## src/rtl/tccu_pkg.sv

```systemverilog
// Shared constants and types for the timer capture and compare unit.
// Assumes a single 20 MHz clock and synchronous inputs.
package tccu_pkg;

    // Number of independent units
    localparam int UNITS = 2;

    // Register map, byte offsets, one register per offset
    localparam logic [3:0] OFS_CTRL0  = 4'h0;  // unit 0 control
    localparam logic [3:0] OFS_SRC0   = 4'h1;  // unit 0 source select
    localparam logic [3:0] OFS_HOLDL0 = 4'h2;  // unit 0 holding low byte
    localparam logic [3:0] OFS_HOLDH0 = 4'h3;  // unit 0 holding high byte
    localparam logic [3:0] OFS_CTRL1  = 4'h4;  // unit 1 control
    localparam logic [3:0] OFS_SRC1   = 4'h5;  // unit 1 source select
    localparam logic [3:0] OFS_HOLDL1 = 4'h6;  // unit 1 holding low byte
    localparam logic [3:0] OFS_HOLDH1 = 4'h7;  // unit 1 holding high byte
    localparam logic [3:0] OFS_FLAGS  = 4'h8;  // event flags, write one to clear
    localparam logic [3:0] OFS_ENAB   = 4'h9;  // event enables
    localparam logic [3:0] OFS_STEP   = 4'h4;  // offset step between units

    // Control field positions
    localparam int CTRL_EN_BIT  = 7;
    localparam int CTRL_OUT_BIT = 5;

    // Reset values
    localparam logic [7:0]  CTRL_RST = 8'h00;
    localparam logic [15:0] HOLD_RST = 16'h0000;
    localparam logic [3:0]  PRE_RST  = 4'h0;

    // Mode field encoding
    // local mode field encoding
    typedef enum logic [3:0] {
        MODE_OFF      = 4'b0000,
        MODE_CMP_TGL  = 4'b0010,
        MODE_CMP_SET  = 4'b1000,
        MODE_CMP_CLR  = 4'b1001,
        MODE_CMP_SWI  = 4'b1010,
        MODE_CMP_TRIG = 4'b1011,
        MODE_CAP_FALL = 4'b0100,
        MODE_CAP_RISE = 4'b0101,
        MODE_CAP_R4   = 4'b0110,
        MODE_CAP_R16  = 4'b0111
    } tccu_mode_t;

    // Prescale terminal counts
    localparam logic [3:0] PRE_TC4  = 4'h3;
    localparam logic [3:0] PRE_TC16 = 4'hF;

    // Capture sources, three-bit select
    localparam logic [2:0] SRC_PIN = 3'h0;

    // Per-unit state
    typedef struct packed {
        logic [7:0]  ctrl;     // enable, output, mode
        logic [2:0]  src;      // capture source select
        logic [15:0] hold;     // holding pair
        logic [3:0]  pre;      // capture prescaler
        logic        sync1;    // synchroniser stage one
        logic        sync2;    // synchroniser stage two
        logic        prev;     // previous synced level
        logic        outl;     // compare output latch
        logic        flag;     // event flag
        logic        ien;      // event enable
        logic        hit;      // last cycle matched
        logic        trig;     // conversion trigger pulse
    } tccu_unit_t;

    // Whole block state
    typedef struct packed {
        tccu_unit_t [UNITS-1:0] u;
        logic [7:0]             rdata;
    } tccu_state_t;

    // Register port bundle
    typedef struct packed {
        logic [3:0] addr;
        logic [7:0] wdata;
        logic       wr;
        logic       rd;
    } tccu_bus_t;

    // Capture inputs per unit
    typedef struct packed {
        logic pin;
        logic cmp1;
        logic cmp2;
        logic ioc;
        logic [3:0] lc;
    } tccu_src_t;

endpackage : tccu_pkg

```

## src/rtl/tccu_top.sv

```systemverilog
// Two capture and compare units on a shared 16-bit timer, with a byte register port.
// Assumes the timer and the sleep control sit outside; inputs are synchronous to clk.
// Functional notes
// - Two identical units, independent registers
// - Capture copies full timer into holding
// - Mode picks falling, rising, 4th, 16th
// - Capture sets flag; only software clears
// - New capture overwrites old value silently
// - Source select picks one of eight
// - Pin level observed even when output
// - Mode change may give false interrupt
// - Prescaler cleared when off or not capture
// - Prescale switch keeps counter; clear first
// - Timer holds count during sleep
// - Capture works in sleep with external clock
// - Compare match toggles, sets, clears, triggers
// - Every match sets flag with action
// - Clearing control forces output latch low
// - Output also offered to other peripherals
// - Match with trigger selected starts conversion
// - Timer reset needs match still holding
// - Enabled compare interrupt wakes device
`timescale 1ns/1ps
`default_nettype none

module tccu_top
    import tccu_pkg::*;
(
    input  wire logic              clk,
    input  wire logic              rst_b,
    input  wire tccu_pkg::tccu_bus_t bus,
    output logic [7:0]             rdata,
    input  wire logic [15:0]       timer_count,
    input  wire logic              timer_ext_clk,
    input  wire logic              sleep,
    input  wire tccu_pkg::tccu_src_t [1:0] src_in,
    input  wire logic [1:0]        trig_select,
    output logic [1:0]             unit_out,
    output logic [1:0]             unit_out_int,
    output logic [1:0]             conv_trig,
    output logic [1:0]             timer_reset,
    output logic [1:0]             event_flag,
    output logic                   wake
);
    import tccu_pkg::*;

    // ------------------------------------------------------------
    // State
    // ------------------------------------------------------------
    tccu_state_t st_r;   // Registered state
    tccu_state_t st_nxt; // Next state

    // Timer advances only while awake or externally clocked
    // frozen timer keeps its count in sleep
    logic timer_live;
    assign timer_live = !sleep || timer_ext_clk;

    // ------------------------------------------------------------
    // Next-state logic
    // ------------------------------------------------------------
    always_comb
    begin
        logic [7:0] rd;
        tccu_mode_t md;
        logic cap;
        logic cmp;
        logic lvl;
        logic edge_ev;
        logic ev;
        logic match;
        logic [3:0] base;
        rd = 8'h00;
        md = MODE_OFF;
        cap = 1'b0;
        cmp = 1'b0;
        lvl = 1'b0;
        edge_ev = 1'b0;
        ev = 1'b0;
        match = 1'b0;
        base = 4'h0;
        st_nxt = st_r;
        for (int i = 0; i < UNITS; i++)
        begin
            base = 4'(i) * OFS_STEP;
            md = tccu_mode_t'(st_r.u[i].ctrl[3:0]);
            cap = st_r.u[i].ctrl[CTRL_EN_BIT] && (st_r.u[i].ctrl[3:2] == 2'b01);
            cmp = st_r.u[i].ctrl[CTRL_EN_BIT] && (md == MODE_CMP_TGL || st_r.u[i].ctrl[3]);
            // source mux, pin level taken directly
            case (st_r.u[i].src)
                3'h0: lvl = src_in[i].pin;
                3'h1: lvl = src_in[i].cmp1;
                3'h2: lvl = src_in[i].cmp2;
                3'h3: lvl = src_in[i].ioc;
                3'h4: lvl = src_in[i].lc[0];
                3'h5: lvl = src_in[i].lc[1];
                3'h6: lvl = src_in[i].lc[2];
                default: lvl = src_in[i].lc[3];
            endcase
            st_nxt.u[i].sync1 = lvl;
            st_nxt.u[i].sync2 = st_r.u[i].sync1;
            st_nxt.u[i].prev = st_r.u[i].sync2;
            edge_ev = (md == MODE_CAP_FALL) ? (st_r.u[i].prev && !st_r.u[i].sync2)
                                            : (!st_r.u[i].prev && st_r.u[i].sync2);
            ev = 1'b0;
            // event qualification; capture runs only while timer is live
            if (cap && edge_ev && timer_live)
            begin
                if (md == MODE_CAP_R4)
                begin
                    ev = (st_r.u[i].pre == PRE_TC4);
                    st_nxt.u[i].pre = ev ? PRE_RST : st_r.u[i].pre + 4'h1;
                end
                else if (md == MODE_CAP_R16)
                begin
                    ev = (st_r.u[i].pre == PRE_TC16);
                    st_nxt.u[i].pre = st_r.u[i].pre + 4'h1;
                end
                else
                begin
                    ev = 1'b1;
                end
            end
            // prescaler cleared when off or not capturing
            // direct prescale switch keeps the count
            if (!cap)
            begin
                st_nxt.u[i].pre = PRE_RST;
            end
            if (ev)
            begin
                st_nxt.u[i].hold = timer_count;
            end
            // compare; no match while timer frozen
            match = cmp && timer_live && (st_r.u[i].hold == timer_count);
            st_nxt.u[i].hit = match;
            st_nxt.u[i].trig = 1'b0;
            if (match && !st_r.u[i].hit)
            begin
                case (md)
                    MODE_CMP_TGL: st_nxt.u[i].outl = !st_r.u[i].outl;
                    MODE_CMP_SET: st_nxt.u[i].outl = 1'b1;
                    MODE_CMP_CLR: st_nxt.u[i].outl = 1'b0;
                    default:      st_nxt.u[i].outl = st_r.u[i].outl;
                endcase
                st_nxt.u[i].trig = trig_select[i];
            end
            // Register writes
            if (bus.wr)
            begin
                if (bus.addr == base + OFS_CTRL0)
                begin
                    st_nxt.u[i].ctrl = {bus.wdata[7], 1'b0, 1'b0, bus.wdata[4:0]};
                    if (bus.wdata == CTRL_RST)
                    begin
                        st_nxt.u[i].outl = 1'b0;
                    end
                end
                else if (bus.addr == base + OFS_SRC0)
                begin
                    st_nxt.u[i].src = bus.wdata[2:0];
                end
                else if (bus.addr == base + OFS_HOLDL0 && !ev)
                begin
                    st_nxt.u[i].hold[7:0] = bus.wdata;
                end
                else if (bus.addr == base + OFS_HOLDH0 && !ev)
                begin
                    st_nxt.u[i].hold[15:8] = bus.wdata;
                end
                else if (bus.addr == OFS_FLAGS && bus.wdata[i])
                begin
                    st_nxt.u[i].flag = 1'b0;
                end
                else if (bus.addr == OFS_ENAB)
                begin
                    st_nxt.u[i].ien = bus.wdata[i];
                end
            end
            // capture event or first match cycle sets flag, winning over a same-cycle clear
            if (ev || (match && !st_r.u[i].hit))
            begin
                st_nxt.u[i].flag = 1'b1;
            end
        end
        // Read mux, data in the next cycle
        if (bus.rd)
        begin
            for (int i = 0; i < UNITS; i++)
            begin
                base = 4'(i) * OFS_STEP;
                if (bus.addr == base + OFS_CTRL0)
                begin
                    rd = {st_r.u[i].ctrl[7], 1'b0, st_r.u[i].outl, st_r.u[i].ctrl[4:0]};
                end
                else if (bus.addr == base + OFS_SRC0)
                begin
                    rd = {5'h00, st_r.u[i].src};
                end
                else if (bus.addr == base + OFS_HOLDL0)
                begin
                    rd = st_r.u[i].hold[7:0];
                end
                else if (bus.addr == base + OFS_HOLDH0)
                begin
                    rd = st_r.u[i].hold[15:8];
                end
            end
            if (bus.addr == OFS_FLAGS)
            begin
                rd = {6'h00, st_r.u[1].flag, st_r.u[0].flag};
            end
            else if (bus.addr == OFS_ENAB)
            begin
                rd = {6'h00, st_r.u[1].ien, st_r.u[0].ien};
            end
        end
        st_nxt.rdata = rd;
    end

    // ------------------------------------------------------------
    // State register
    // ------------------------------------------------------------
    always_ff @(posedge clk or negedge rst_b)
    begin
        if (!rst_b)
        begin
            st_r <= '0;
        end
        else
        begin
            st_r <= st_nxt;
        end
    end

    // ------------------------------------------------------------
    // Outputs
    // ------------------------------------------------------------
    assign rdata = st_r.rdata;
    assign wake = (st_r.u[0].flag && st_r.u[0].ien) || (st_r.u[1].flag && st_r.u[1].ien);
    for (genvar g = 0; g < UNITS; g++)
    begin : g_out
        assign unit_out[g]     = st_r.u[g].outl;
        assign unit_out_int[g] = st_r.u[g].outl;
        assign conv_trig[g]    = st_r.u[g].trig;
        assign event_flag[g]   = st_r.u[g].flag;
        // reset only if match still holds
        assign timer_reset[g]  = st_r.u[g].trig && st_r.u[g].hit && (st_r.u[g].hold == timer_count);

        flag_hold_a: assert property (@(posedge clk) disable iff (!rst_b)
            $fell(st_r.u[g].flag) |-> $past(bus.wr) && $past(bus.addr) == OFS_FLAGS)
            else $error("flag cleared without software");
        pre_clear_a: assert property (@(posedge clk) disable iff (!rst_b)
            !$past(st_r.u[g].ctrl[CTRL_EN_BIT]) |-> st_r.u[g].pre == PRE_RST)
            else $error("prescaler not cleared");
        out_clear_a: assert property (@(posedge clk) disable iff (!rst_b)
            $past(bus.wr) && $past(bus.addr) == 4'(g) * OFS_STEP && $past(bus.wdata) == CTRL_RST
            |-> !st_r.u[g].outl)
            else $error("output latch not cleared");
        trig_flag_a: assert property (@(posedge clk) disable iff (!rst_b)
            st_r.u[g].trig |-> st_r.u[g].flag)
            else $error("trigger without flag");
        reset_match_a: assert property (@(posedge clk) disable iff (!rst_b)
            timer_reset[g] |-> st_r.u[g].hold == timer_count)
            else $error("timer reset without match");
        cap_value_a: assert property (@(posedge clk) disable iff (!rst_b)
            $changed(st_r.u[g].hold) && !$past(bus.wr) |-> st_r.u[g].hold == $past(timer_count))
            else $error("capture value wrong");
        cmp_set_a: assert property (@(posedge clk) disable iff (!rst_b)
            $rose(st_r.u[g].hit) && $past(st_r.u[g].ctrl[3:0]) == MODE_CMP_SET
            && !$past(bus.wr) |-> st_r.u[g].outl)
            else $error("set mode did not set");
        pre_bound_a: assert property (@(posedge clk) disable iff (!rst_b)
            st_r.u[g].ctrl[3:0] == MODE_CAP_R4 && st_r.u[g].ctrl[7] |=> st_r.u[g].pre <= PRE_TC4)
            else $error("prescale beyond four");
    end

endmodule : tccu_top

`default_nettype wire

```

## config.mk

```make
export PLATFORM = sky130hd
export DESIGN_NAME = tccu_top
export DESIGN_NICKNAME = d
export VERILOG_FILES = /design/src/rtl/tccu_pkg.sv /design/src/rtl/tccu_top.sv
export SDC_FILE = /design/constraint.sdc
export NUM_CORES = 1
export LEC_CHECK = 0
export ABC_AREA = 1
export BUFFER_PORTS_ARGS = -buffer_cell sky130_fd_sc_hd__buf_2
export CAP_MARGIN = 5
export CORE_AREA = 2 2 139 101
export CTS_CLUSTER_DIAMETER = 100
export CTS_CLUSTER_SIZE = 8
export DETAILED_ROUTE_END_ITERATION = 10
export DIE_AREA = 0 0 141 103
export PLACE_DENSITY = 0.56
export SLEW_MARGIN = 20
export SYNTH_ARGS = -nofsm -noshare
export SYNTH_HDL_FRONTEND = slang
export SYNTH_SLANG_ARGS = --single-unit
```

## constraint.sdc

```tcl
create_clock -name clk -period 2.7 [get_ports clk]
set_clock_uncertainty 0.15 [all_clocks]
set_input_delay 0 -clock clk [delete_from_list [all_inputs] [get_ports clk]]
set_output_delay 0 -clock clk [all_outputs]
set_load 0.03 [all_outputs]
```

==> qor.csv, run 1 <==
stage,metric,value,unit
status,status,"finished, final reports clean",
synthesis,synthMuxAreaShare,0,%
power,clockPowerShare,27.1,%
die,row_count,36,
global_routing,antenna_found_initial,0,
clock_network,ctsHtreeMaxLevel,3,
detailed_routing,wire_per_inst,15.29,µm
global_routing,grt_pass1_vias,4739,
min_path,min_path_cells,4,
synthesis,synthXorXnorAreaFrac,0.5080,%
detailed_routing,drc,0,
timing,layout_min_cycle_time,2.514,ns
die,dieArea,0.01452,mm²
worst_setup_path,start_kind,flop,
power,seqPwrFrac,39.6,%
detailed_routing,vias,5291,
min_path,hp-start,bus[13],
clock_network,cts_tree,built,
detailed_routing,via_per_inst,5.029,
synthesis,synth-compound-area-share,14.90,%
global_routing,grt_max_degree,45,
power,max-vdd-ir-drop,0.3525,mV
die,die_w,141,µm
timing,fin_ws,0.1864,ns
synthesis,synthAdderAreaFrac,0.4838,%
synthesis,synth.avg_cell_area,6.709,µm²
timing,fmax,0.3978,GHz
die,ios,71,
timing,drv_slew,0,
placed_design,dp_hpwl,11960,µm
worst_setup_path,reg2regPathDepth,10,
placed_design,gp_congestion,0.8954,
detailed_routing,drtPass1Iterations,5,
timing,setup_violations,0,
placed_design,place_inst,988,
power,powerDensity,765.7,mW/mm²
die,initial_core_util,38.66,%
worst_setup_path,required,2.78,ns
timing,rsz0062_at_grt,false,
power,p_leak,3.348,nW
worst_setup_path,r2r-start,st_r[42]$_DFFE_PN0P_,
timing,worstMarginPinSlew,0.5742,ns
synthesis,yosysWarnings,0,
timing,relSlewSlack,61.58,%
worst_setup_path,criticalPathCategory,flop to flop,
worst_setup_path,crit_path_frequent_cell,nand2_1,
power,p_int,0.003019,W
worst_setup_path,cp-end-kind,flop,
power,comb_power_share,33.3,%
synthesis,synth_cells,771,
finish,area_growth,23.42,%
synthesis,synth_top_family_by_area,simple AND/OR/NAND/NOR gates,
worst_setup_path,regToRegSetupSlack,0.19,ns
synthesis,synth.distinct_cells,35,
synthesis,yosys.area_share.simple,32.08,%
power,power_switching,0.001869,W
timing,min_period_over_period,93.10,%
placed_design,pre_cts_slack,0.5013,ns
global_routing,grt-ovfl-total,0,
clock_network,numClockSinks,82,
synthesis,synthesis.area,0.005172,mm²
synthesis,synth-seq-cells,82,
global_routing,grt_pass1_wl,25430,µm
clock_network,clk_pin_slew,0.06,ns
synthesis,ys_seq_area_share,39.67,%
die,core,0.01338,mm²
worst_setup_path,crit_path_max_incr_delay,0.57,ns
worst_setup_path,worstPathArrival,2.59,ns
power,power.share.switching,38.23,%
clock_network,clock_latency,0.35,ns
run,cap_viol_max_count,0,
timing,tns,0,ns
clock_network,cts_inserted_buffers,9,
die,die_h,103,µm
worst_setup_path,r2r-end,st_r[35]$_DFF_PN0_,
finish,final_cells,1052,
worst_setup_path,crit_slowest_cell,dlygate4sd3_1,
clock_network,clk_path_buf_depth,2,
min_path,holdPathEnd,st_r[26]$_DFF_PN0_,
timing,final_hold_viol_count,0,
global_routing,grt_use_total,22.95,%
synthesis,syn_nets,825,
detailed_routing,drt-initial-drc-count,420,
finish,n_antenna_cell,0,
worst_setup_path,cp_max_fo,15,
placed_design,port_buffers,70,
detailed_routing,routed_wl,16090,µm
min_path,min_path_type,primary input to flop,
clock_network,root_buffer,clkbuf_16,
worst_setup_path,crit_chain,inv_2 -> nand2_1 -> inv_1 -> nand2_1 -> nor3_4 -> nand2_4 -> buf_6 -> o211ai_1 -> o21ai_0 -> dlygate4sd3_1,
finish,layout.nets,932,
finish,drive_gt1_share,13.96,%
detailed_routing,ant_nets,0,
worst max-delay path by stage:
stage	start	endpoint	slack, ns
3_3_place_gp	st_r[79]$_DFFE_PN0P_	st_r[74]$_DFF_PN0_	0.60
2_1_floorplan	st_r[16]$_DFFE_PN0P_	st_r[34]$_DFF_PN0_	0.92
4_1_cts	st_r[16]$_DFFE_PN0P_	st_r[35]$_DFF_PN0_	0.05
5_1_grt	st_r[42]$_DFFE_PN0P_	st_r[35]$_DFF_PN0_	0.02
6_report	st_r[42]$_DFFE_PN0P_	st_r[35]$_DFF_PN0_	0.19
3_5_place_dp	st_r[79]$_DFFE_PN0P_	st_r[69]$_DFF_PN0_	0.50
kinds of logic after synthesis:
logic type,count (synthesis)
compound gates,141
xor+xnor,3
fa+ha+maj,2
buf+inv,144
flops,82
simple gates,399
registers in the layout (all words and copies together) (netlist names):
| signal | count |
|---|---|
| conv_trig | 2 |
| event_flag | 2 |
| rdata | 8 |
| st_nxt | 4 |
| st_r | 64 |
| unit_out | 2 |
routing by layer:
layer	global-route usage, %	part of all wire (%)	up-vias
met5	0	0	-
met4	5.385	1.2	0
met3	4.738	6.7	15
met2	33.47	42	164
met1	34.87	51	2476
li1	-	-	2636
power groups by stage:
stage                     Combinational [W]  Clock (W)  Sequential (W)
final                               0.00163    0.00132         0.00194
after global routing                0.00189    0.00139         0.00198
after CTS                           0.00160    0.00134         0.00192
after detailed placement            0.00150          0         0.00194
after global placement              0.00146          0         0.00193
after floorplan                     0.00115          0         0.00183
stage by stage:
stage	util, %	power (W)	cell area [µm²]	hold WS (ns)
after floorplan	-	0.002977	5172	-0.4456
after global placement	41.72	0.003393	5582	-0.1367
after detailed placement	41.72	0.003443	5582	-0.1290
after CTS	47.01	0.004863	6289	0.02687
after global routing	47.72	0.005260	6384	0.05925
final	47.72	0.004888	6384	0.01788
synth_stat cells:
library cell | number | share of area [%]
nand2_1 | 274 | 20
inv_1 | 110 | 8.0
dfrtp_1 | 82 | 40
nor2_1 | 66 | 4.8
o21ai_0 | 60 | 5.8
nand3_1 | 28 | 2.7
o21ai_1 | 28 | 2.7
a21oi_1 | 26 | 2.5
buf_4 | 18 | 2.6
nand4_1 | 12 | 1.5
o22ai_1 | 9 | 1.1
buf_2 | 7 | 0.68
o211ai_1 | 6 | 0.87
inv_2 | 5 | 0.36
nor2_2 | 4 | 0.48
buf_6 | 3 | 0.65
nand3_2 | 3 | 0.58
o21ai_2 | 3 | 0.51
o31ai_1 | 3 | 0.44
xor2_1 | 3 | 0.51
a32o_1 | 2 | 0.39
ha_1 | 2 | 0.48
nand2_2 | 2 | 0.24
nor2_4 | 2 | 0.44
nor3_1 | 2 | 0.19
or2_2 | 2 | 0.24
a22o_1 | 1 | 0.17
a22oi_1 | 1 | 0.15
a31oi_1 | 1 | 0.12
clkbuf_1 | 1 | 0.072
nand4_4 | 1 | 0.41
nor3_2 | 1 | 0.19
nor3_4 | 1 | 0.31
nor3b_1 | 1 | 0.15
o21a_1 | 1 | 0.15
cells in the final DEF (no fill, tap or decap), types with 4 or more instances in the layout:
cell and count:
dlygate4sd3_1 40, o22ai_1 9, inv_2 5, nand2_1 274, buf_2 69, nor2_1 66, clkbuf_16 9, nand4_1 12
nor2_2 4, o21ai_1 29, dfrtp_1 82, o211ai_1 6, inv_1 110, nand3_1 28, a21oi_1 26, buf_4 13
o21ai_0 59
final cells by class:
type	instances	area, µm²
clock inverter	5	81.33
multi-input combinational	545	2494
timing repair buffer	125	885.9
inverter	115	431.7
tap	171	214.0
clock buffer	9	225.2
fill	1353	6994
sequential	82	2052
worst max-delay path, delay by kind of cell (launching register included):
family	cells	cell delay, ns
compound gates	2	0.25
buf+inv	4	0.90
flops	1	0.44
simple gates	4	0.65
timing repair:
item | in CTS | in global routing
setup endpoints to repair | 0 | 3
hold buffers | 40 | 0
buffers inserted | 0 | 10
hold endpoints to repair | 141 | 0
gates resized for setup | 0 | 5
(Power assumes the default switching activity.)
==> run 2, diff against run 1 <==
Clock period 2.7 ns to 2.38 ns, I/O delays scaled along.
==> qor.csv, run 2 (same netlist as run 1, synthesis figures left out) <==
stage,metric,value,unit,change
die,ios,71,,unchanged
clock_network,cts_tree,built,,
clock_network,cts_inserted_buffers,9,,unchanged
detailed_routing,drt-initial-drc-count,477,,+14%
worst_setup_path,crit_chain,inv_1 -> nand2_1 -> nand3_1 -> dlygate4sd3_1 -> a32o_1 -> dlygate4sd3_1,,
clock_network,ctsHtreeMaxLevel,3,,unchanged
timing,setup_violations,0,,unchanged
timing,final_hold_viol_count,0,,unchanged
worst_setup_path,reg2regPathDepth,6,,-4
timing,rsz0062_at_grt,false,,
detailed_routing,maxUsedRoutingLayer,met4,,
clock_network,root_buffer,clkbuf_16,,
finish,area_growth,22.74,%,
detailed_routing,via_per_inst,4.925,,-2.1%
detailed_routing,ant_nets,0,,unchanged
detailed_routing,dr_wl_met2,6459,µm,-3.4%
die,die_h,103,µm,unchanged
worst_setup_path,r2r-start,st_r[36]$_DFFE_PN0P_,,
run,cap_viol_max_count,0,,unchanged
die,die_w,141,µm,unchanged
global_routing,grt-ovfl-total,0,,unchanged
status,status,"finished, final reports clean",,
finish,n_antenna_cell,0,,unchanged
min_path,min_path_type,primary input to flop,,
detailed_routing,wl_met1,7858,µm,-3.4%
clock_network,clk_pin_slew,0.06,ns,about the same
finish,layout.nets,928,,-0.43%
power,p_leak,3.333,nW,-0.47%
worst_setup_path,criticalPathCategory,flop to flop,,
worst_setup_path,crit_path_frequent_cell,dlygate4sd3_1,,
worst_setup_path,required,2.46,ns,-0.32 ns
worst_setup_path,crit_slowest_cell,dlygate4sd3_1,,
timing,layout_min_cycle_time,2.293,ns,-0.2205 ns
timing,tns,0,ns,unchanged
global_routing,grt_pass1_vias,4743,,+0.084%
worst_setup_path,cp-end-kind,flop,,
die,initial_core_util,38.66,%,unchanged
min_path,hp-start,bus[11],,
power,max-vdd-ir-drop,0.3856,mV,+9.4%
die,core,0.01338,mm²,unchanged
global_routing,grt_pass1_wl,25250,µm,-0.73%
detailed_routing,wire_per_inst,14.95,µm,-2.2%
detailed_routing,drtPass1Iterations,5,,unchanged
timing,min_period_over_period,96.35,%,+3.3 points
detailed_routing,drc,0,,unchanged
finish,top_register,st_r,,
detailed_routing,wl_met3,1109,µm,+3.5%
finish,drive_gt1_share,14.22,%,+0.26 points
timing,worstMarginPinSlew,0.6154,ns,+0.04114 ns
placed_design,gp_congestion,0.8645,,-3.5%
die,row_count,36,,unchanged
detailed_routing,vias,5171,,-2.3%
finish,finish.utilization,47.46,%,-0.26 points
timing,fmax,0.4361,GHz,+9.6%
global_routing,grt_use_total,22.82,%,-0.14 points
worst_setup_path,regToRegSetupSlack,0.09,ns,-0.10 ns
worst_setup_path,start_kind,flop,,
global_routing,grt_max_degree,40,,-11%
clock_network,clk_path_buf_depth,2,,unchanged
global_routing,antenna_found_initial,0,,unchanged
die,dieArea,0.01452,mm²,unchanged
worst_setup_path,critPathTopFamily,buffers and inverters,,
worst_setup_path,worstPathArrival,2.37,ns,-0.22 ns
worst_setup_path,r2r-end,st_nxt[14]$_DFF_PN0_,,
finish,final_common_cell,nand2_1,,
worst_setup_path,path_buf_inv,3,,-1
placed_design,port_buffers,70,,unchanged
finish,largest_register_ffs,64,,unchanged
finish,mostFrequentLayoutCells,"nand2_1 (274), inv_1 (109), dfrtp_1 (82)",,
worst_setup_path,cp_max_fo,6,,-9
min_path,holdPathEnd,rdata[2]$_DFF_PN0_,,
worst_setup_path,crit_path_max_incr_delay,0.55,ns,-0.02 ns
clock_network,numClockSinks,82,,unchanged
detailed_routing,routed_wl,15700,µm,-2.4%
clock_network,clock_latency,0.35,ns,about the same
timing,drv_slew,0,,unchanged
placed_design,dp_hpwl,11820,µm,-1.1%
min_path,min_path_cells,4,,unchanged
timing,relSlewSlack,58.82,%,-2.8 points
power,powerDensity,875.6,mW/mm²,+14%
## run 2: cell types whose count changed in the layout (fill, tap and decap cells not counted), moves of 2 or more
cell	change
dlygate4sd3_1	-3
buf_4	+2
buf_6	-2
clkbuf_8	+2
## run 2: routing by layer
metal | global-route usage, % | up-vias
met5 | 0 | -
met4 | 6.923 | 0
met3 | 5.295 | 24
met2 | 32.68 | 163
met1 | 34.18 | 2354
li1 | - | 2630
## run 2: worst max path at each step
stage | startpoint | to | slack [ns] | cells past startpoint
floorplan | st_r[16]$_DFFE_PN0P_ | st_r[34]$_DFF_PN0_ | 0.60 | 10
global placement | st_r[16]$_DFFE_PN0P_ | st_r[28]$_DFF_PN0_ | 0.29 | 10
detailed placement | st_r[16]$_DFFE_PN0P_ | st_r[35]$_DFF_PN0_ | 0.22 | 10
CTS | st_r[76]$_DFFE_PN0P_ | st_nxt[53]$_DFF_PN0_ | 0.09 | 6
global route | st_r[16]$_DFFE_PN0P_ | st_r[35]$_DFF_PN0_ | 0.02 | 10
finish | st_r[36]$_DFFE_PN0P_ | st_nxt[14]$_DFF_PN0_ | 0.09 | 6
## run 2: per-stage QoR
step	std cells	setup WS [ns]	power (W)	instance area (µm²)	hold WS, ns
after floorplan	771	0.5978	0.003377	5172	-0.4456
after global placement	992	0.2893	0.003833	5599	-0.1347
after detailed placement	992	0.2217	0.003887	5599	-0.1395
after CTS	1045	0.09462	0.005565	6307	0.009894
after global routing	1050	0.01929	0.005983	6349	0.06436
final	1050	0.08682	0.005559	6349	0.02249
## run 2: where the power goes
part           internal (W)  switching [W]  total [W]
registers           0.00180       0.000387    0.00219
clock network      0.000983       0.000606    0.00159
logic              0.000688        0.00110    0.00178
## run 2: layout make-up
type / count / area, µm²
clock buffers: 11 / 252.7
clock inverters: 5 / 85.08
fillers: 1343 / 7029
inverters: 115 / 435.4
multi-input cells: 545 / 2481
flip-flops and latches: 82 / 2052
well taps: 171 / 214.0
repair buffers: 121 / 828.3
## run 2: worst min-delay path, cell delays in order
cell	delay, ns
buf_2	0.14
nor2_1	0.07
nand2_1	0.15
a21oi_1	0.11
## run 2: what timing repair did
item	CTS	global route
hold buffers	37	0
setup endpoints to repair	0	2
hold endpoints to repair	140	0
resized for setup	0	1
setup buffers	0	5
==> run 3, diff against run 2 <==
Settings changed: RECOVER_POWER set to 100.
==> qor.csv, run 3 (same netlist as run 1, synthesis figures left out) <==
stage,metric,value,unit,change
clock_network,cts_tree,built,,
finish,drive_gt1_share,11.38,%,-2.8 points
detailed_routing,ant_nets,0,,unchanged
worst_setup_path,regToRegSetupSlack,0.08,ns,about the same
timing,tns,0,ns,unchanged
die,core,0.01338,mm²,unchanged
placed_design,place_inst,992,,unchanged
global_routing,grt_busiest_layer,met1,,
global_routing,met2_usage,32.68,%,unchanged
detailed_routing,drt-initial-drc-count,457,,-4.2%
power,p_leak,3.241,nW,-2.7%
global_routing,use_met1,34.18,%,unchanged
global_routing,grt_use_total,22.82,%,unchanged
finish,largest_register_ffs,64,,unchanged
die,ios,71,,unchanged
global_routing,grt_pass1_vias,4743,,unchanged
finish,final_common_cell,nand2_1,,
clock_network,clk_path_buf_depth,2,,unchanged
worst_setup_path,cp_max_fo,6,,unchanged
run,cap_viol_max_count,0,,unchanged
detailed_routing,routed_wl,15680,µm,-0.12%
finish,area_growth,21.72,%,
clock_network,root_buffer,clkbuf_16,,
timing,fmax,0.4348,GHz,-0.29%
detailed_routing,drtPass1Iterations,5,,unchanged
timing,setup_violations,0,,unchanged
die,initial_core_util,38.66,%,unchanged
worst_setup_path,crit_path_frequent_cell,dlygate4sd3_1,,
die,die_w,141,µm,unchanged
worst_setup_path,crit_path_max_incr_delay,0.55,ns,about the same
finish,multiInputGateArea,0.002474,mm²,-0.30%
worst_setup_path,crit_slowest_cell,dlygate4sd3_1,,
clock_network,ctsHtreeMaxLevel,3,,unchanged
finish,mostFrequentLayoutCells,"nand2_1 (274), inv_1 (110), dfrtp_1 (82)",,
worst_setup_path,start_kind,flop,,
global_routing,grt_max_degree,40,,unchanged
worst_setup_path,cp-end-kind,flop,,
power,max-vdd-ir-drop,0.3857,mV,about the same
clock_network,cts_inserted_buffers,9,,unchanged
timing,min_period_over_period,96.63,%,+0.28 points
finish,area.sequential,0.002052,mm²,unchanged
min_path,min_path_type,primary input to flop,,
worst_setup_path,criticalPathCategory,flop to flop,,
status,status,"finished, final reports clean",,
timing,layout_min_cycle_time,2.300,ns,+0.006580 ns
placed_design,gp_congestion,0.8645,,unchanged
placed_design,dp_hpwl,11820,µm,unchanged
detailed_routing,drc,0,,unchanged
finish,top_register,st_r,,
global_routing,grtUsageMet3,5.295,%,unchanged
timing,drv_slew,0,,unchanged
finish,final_cells,1050,,unchanged
worst_setup_path,worstPathArrival,2.38,ns,about the same
global_routing,grt-ovfl-total,0,,unchanged
clock_network,numClockSinks,82,,unchanged
detailed_routing,wire_per_inst,14.94,µm,-0.12%
finish,final.fill_count,1356,,+0.97%
placed_design,port_buffers,70,,unchanged
timing,final_hold_viol_count,0,,unchanged
worst_setup_path,crit_chain,inv_1 -> nand2_1 -> nand3_1 -> dlygate4sd3_1 -> a32o_1 -> dlygate4sd3_1,,
worst_setup_path,path_buf_inv,3,,unchanged
finish,n_antenna_cell,0,,unchanged
worst_setup_path,critPathTopFamily,buffers and inverters,,
die,row_count,36,,unchanged
die,dieArea,0.01452,mm²,unchanged
detailed_routing,via_per_inst,4.939,,+0.29%
worst_setup_path,required,2.46,ns,about the same
clock_network,clk_pin_slew,0.06,ns,about the same
die,die_h,103,µm,unchanged
clock_network,clock_latency,0.35,ns,about the same
timing,relSlewSlack,30.84,%,-28 points
detailed_routing,vias,5186,,+0.29%
timing,worstMarginPinSlew,1.037,ns,+0.4220 ns
global_routing,grt_pass1_wl,25250,µm,unchanged
global_routing,antenna_found_initial,0,,unchanged
timing,rsz0062_at_grt,false,,
finish,layout.nets,928,,unchanged
power,powerDensity,877.8,mW/mm²,+0.25%
run 3: cell types whose count changed in the layout (fill, tap and decap cells not counted), moves of 4 or more:
cell,delta
o21ai_1,-17
clkbuf_1,+22
buf_4,-7
o21ai_0,+17
buf_2,-20
clkbuf_2,+4
run 3: per-stage QoR:
stage	hold slack (ns)	util, %	cell area (µm²)	setup WS (ns)	power (W)
floorplan	-0.4456	-	5172	0.5978	0.003377
global placement	-0.1347	41.85	5599	0.2893	0.003833
detailed placement	-0.1395	41.85	5599	0.2217	0.003887
CTS	0.009894	47.15	6307	0.09462	0.005565
global route	0.04553	47.06	6296	0.01819	0.005951
finish	0.008261	47.06	6296	0.08024	0.005527
run 3: worst paths after layout:
check,from,end,cells past startpoint
max,st_r[36]$_DFFE_PN0P_,st_nxt[14]$_DFF_PN0_,6
max reg2reg,st_r[36]$_DFFE_PN0P_,st_nxt[14]$_DFF_PN0_,6
max in group asynchronous,rst_b,st_r[39]$_DFFE_PN0P_,3
min in group asynchronous,rst_b,st_r[71]$_DFF_PN0_,2
min,bus[11],rdata[2]$_DFF_PN0_,4
min reg2reg,st_nxt[14]$_DFF_PN0_,st_nxt[13]$_DFF_PN0_,0
run 3: routing by layer:
metal | part of all wire (%) | wire length, µm
met1 | 49 | 7608
met2 | 41 | 6456
met3 | 8.5 | 1326
met4 | 1.9 | 291
met5 | 0 | 0
run 3: worst reg2reg max path, stage by stage, from the launching register on:
cell,delay [ns]
dfrtp_1,0.43
inv_1,0.14
nand2_1,0.09
nand3_1,0.06
dlygate4sd3_1,0.55
a32o_1,0.22
dlygate4sd3_1,0.55
run 3: what timing repair did:
item,in CTS,in global routing
hold endpoints to repair,140,0
resized for setup,0,1
hold buffers,37,0
buffers inserted,0,5
setup endpoints to repair,0,2
run 3: power by group:
| group | leakage, nW | total [W] | switching [W] | internal [W] |
|---|---|---|---|---|
| Clock | 0.162 | 0.00159 | 0.000608 | 0.000983 |
| Combinational | 2.04 | 0.00175 | 0.00109 | 0.000663 |
| Sequential | 1.04 | 0.00218 | 0.000384 | 0.00180 |
| Total | 3.24 | 0.00553 | 0.00208 | 0.00345 |
run 3: cell type report:
cell class	count	share of cell area, %
inverter	115	6.876
timing repair buffer	121	12.48
multi-input combinational	545	39.29
clock buffer	11	4.014
tap	171	3.398
sequential	82	32.59
clock inverter	5	1.351
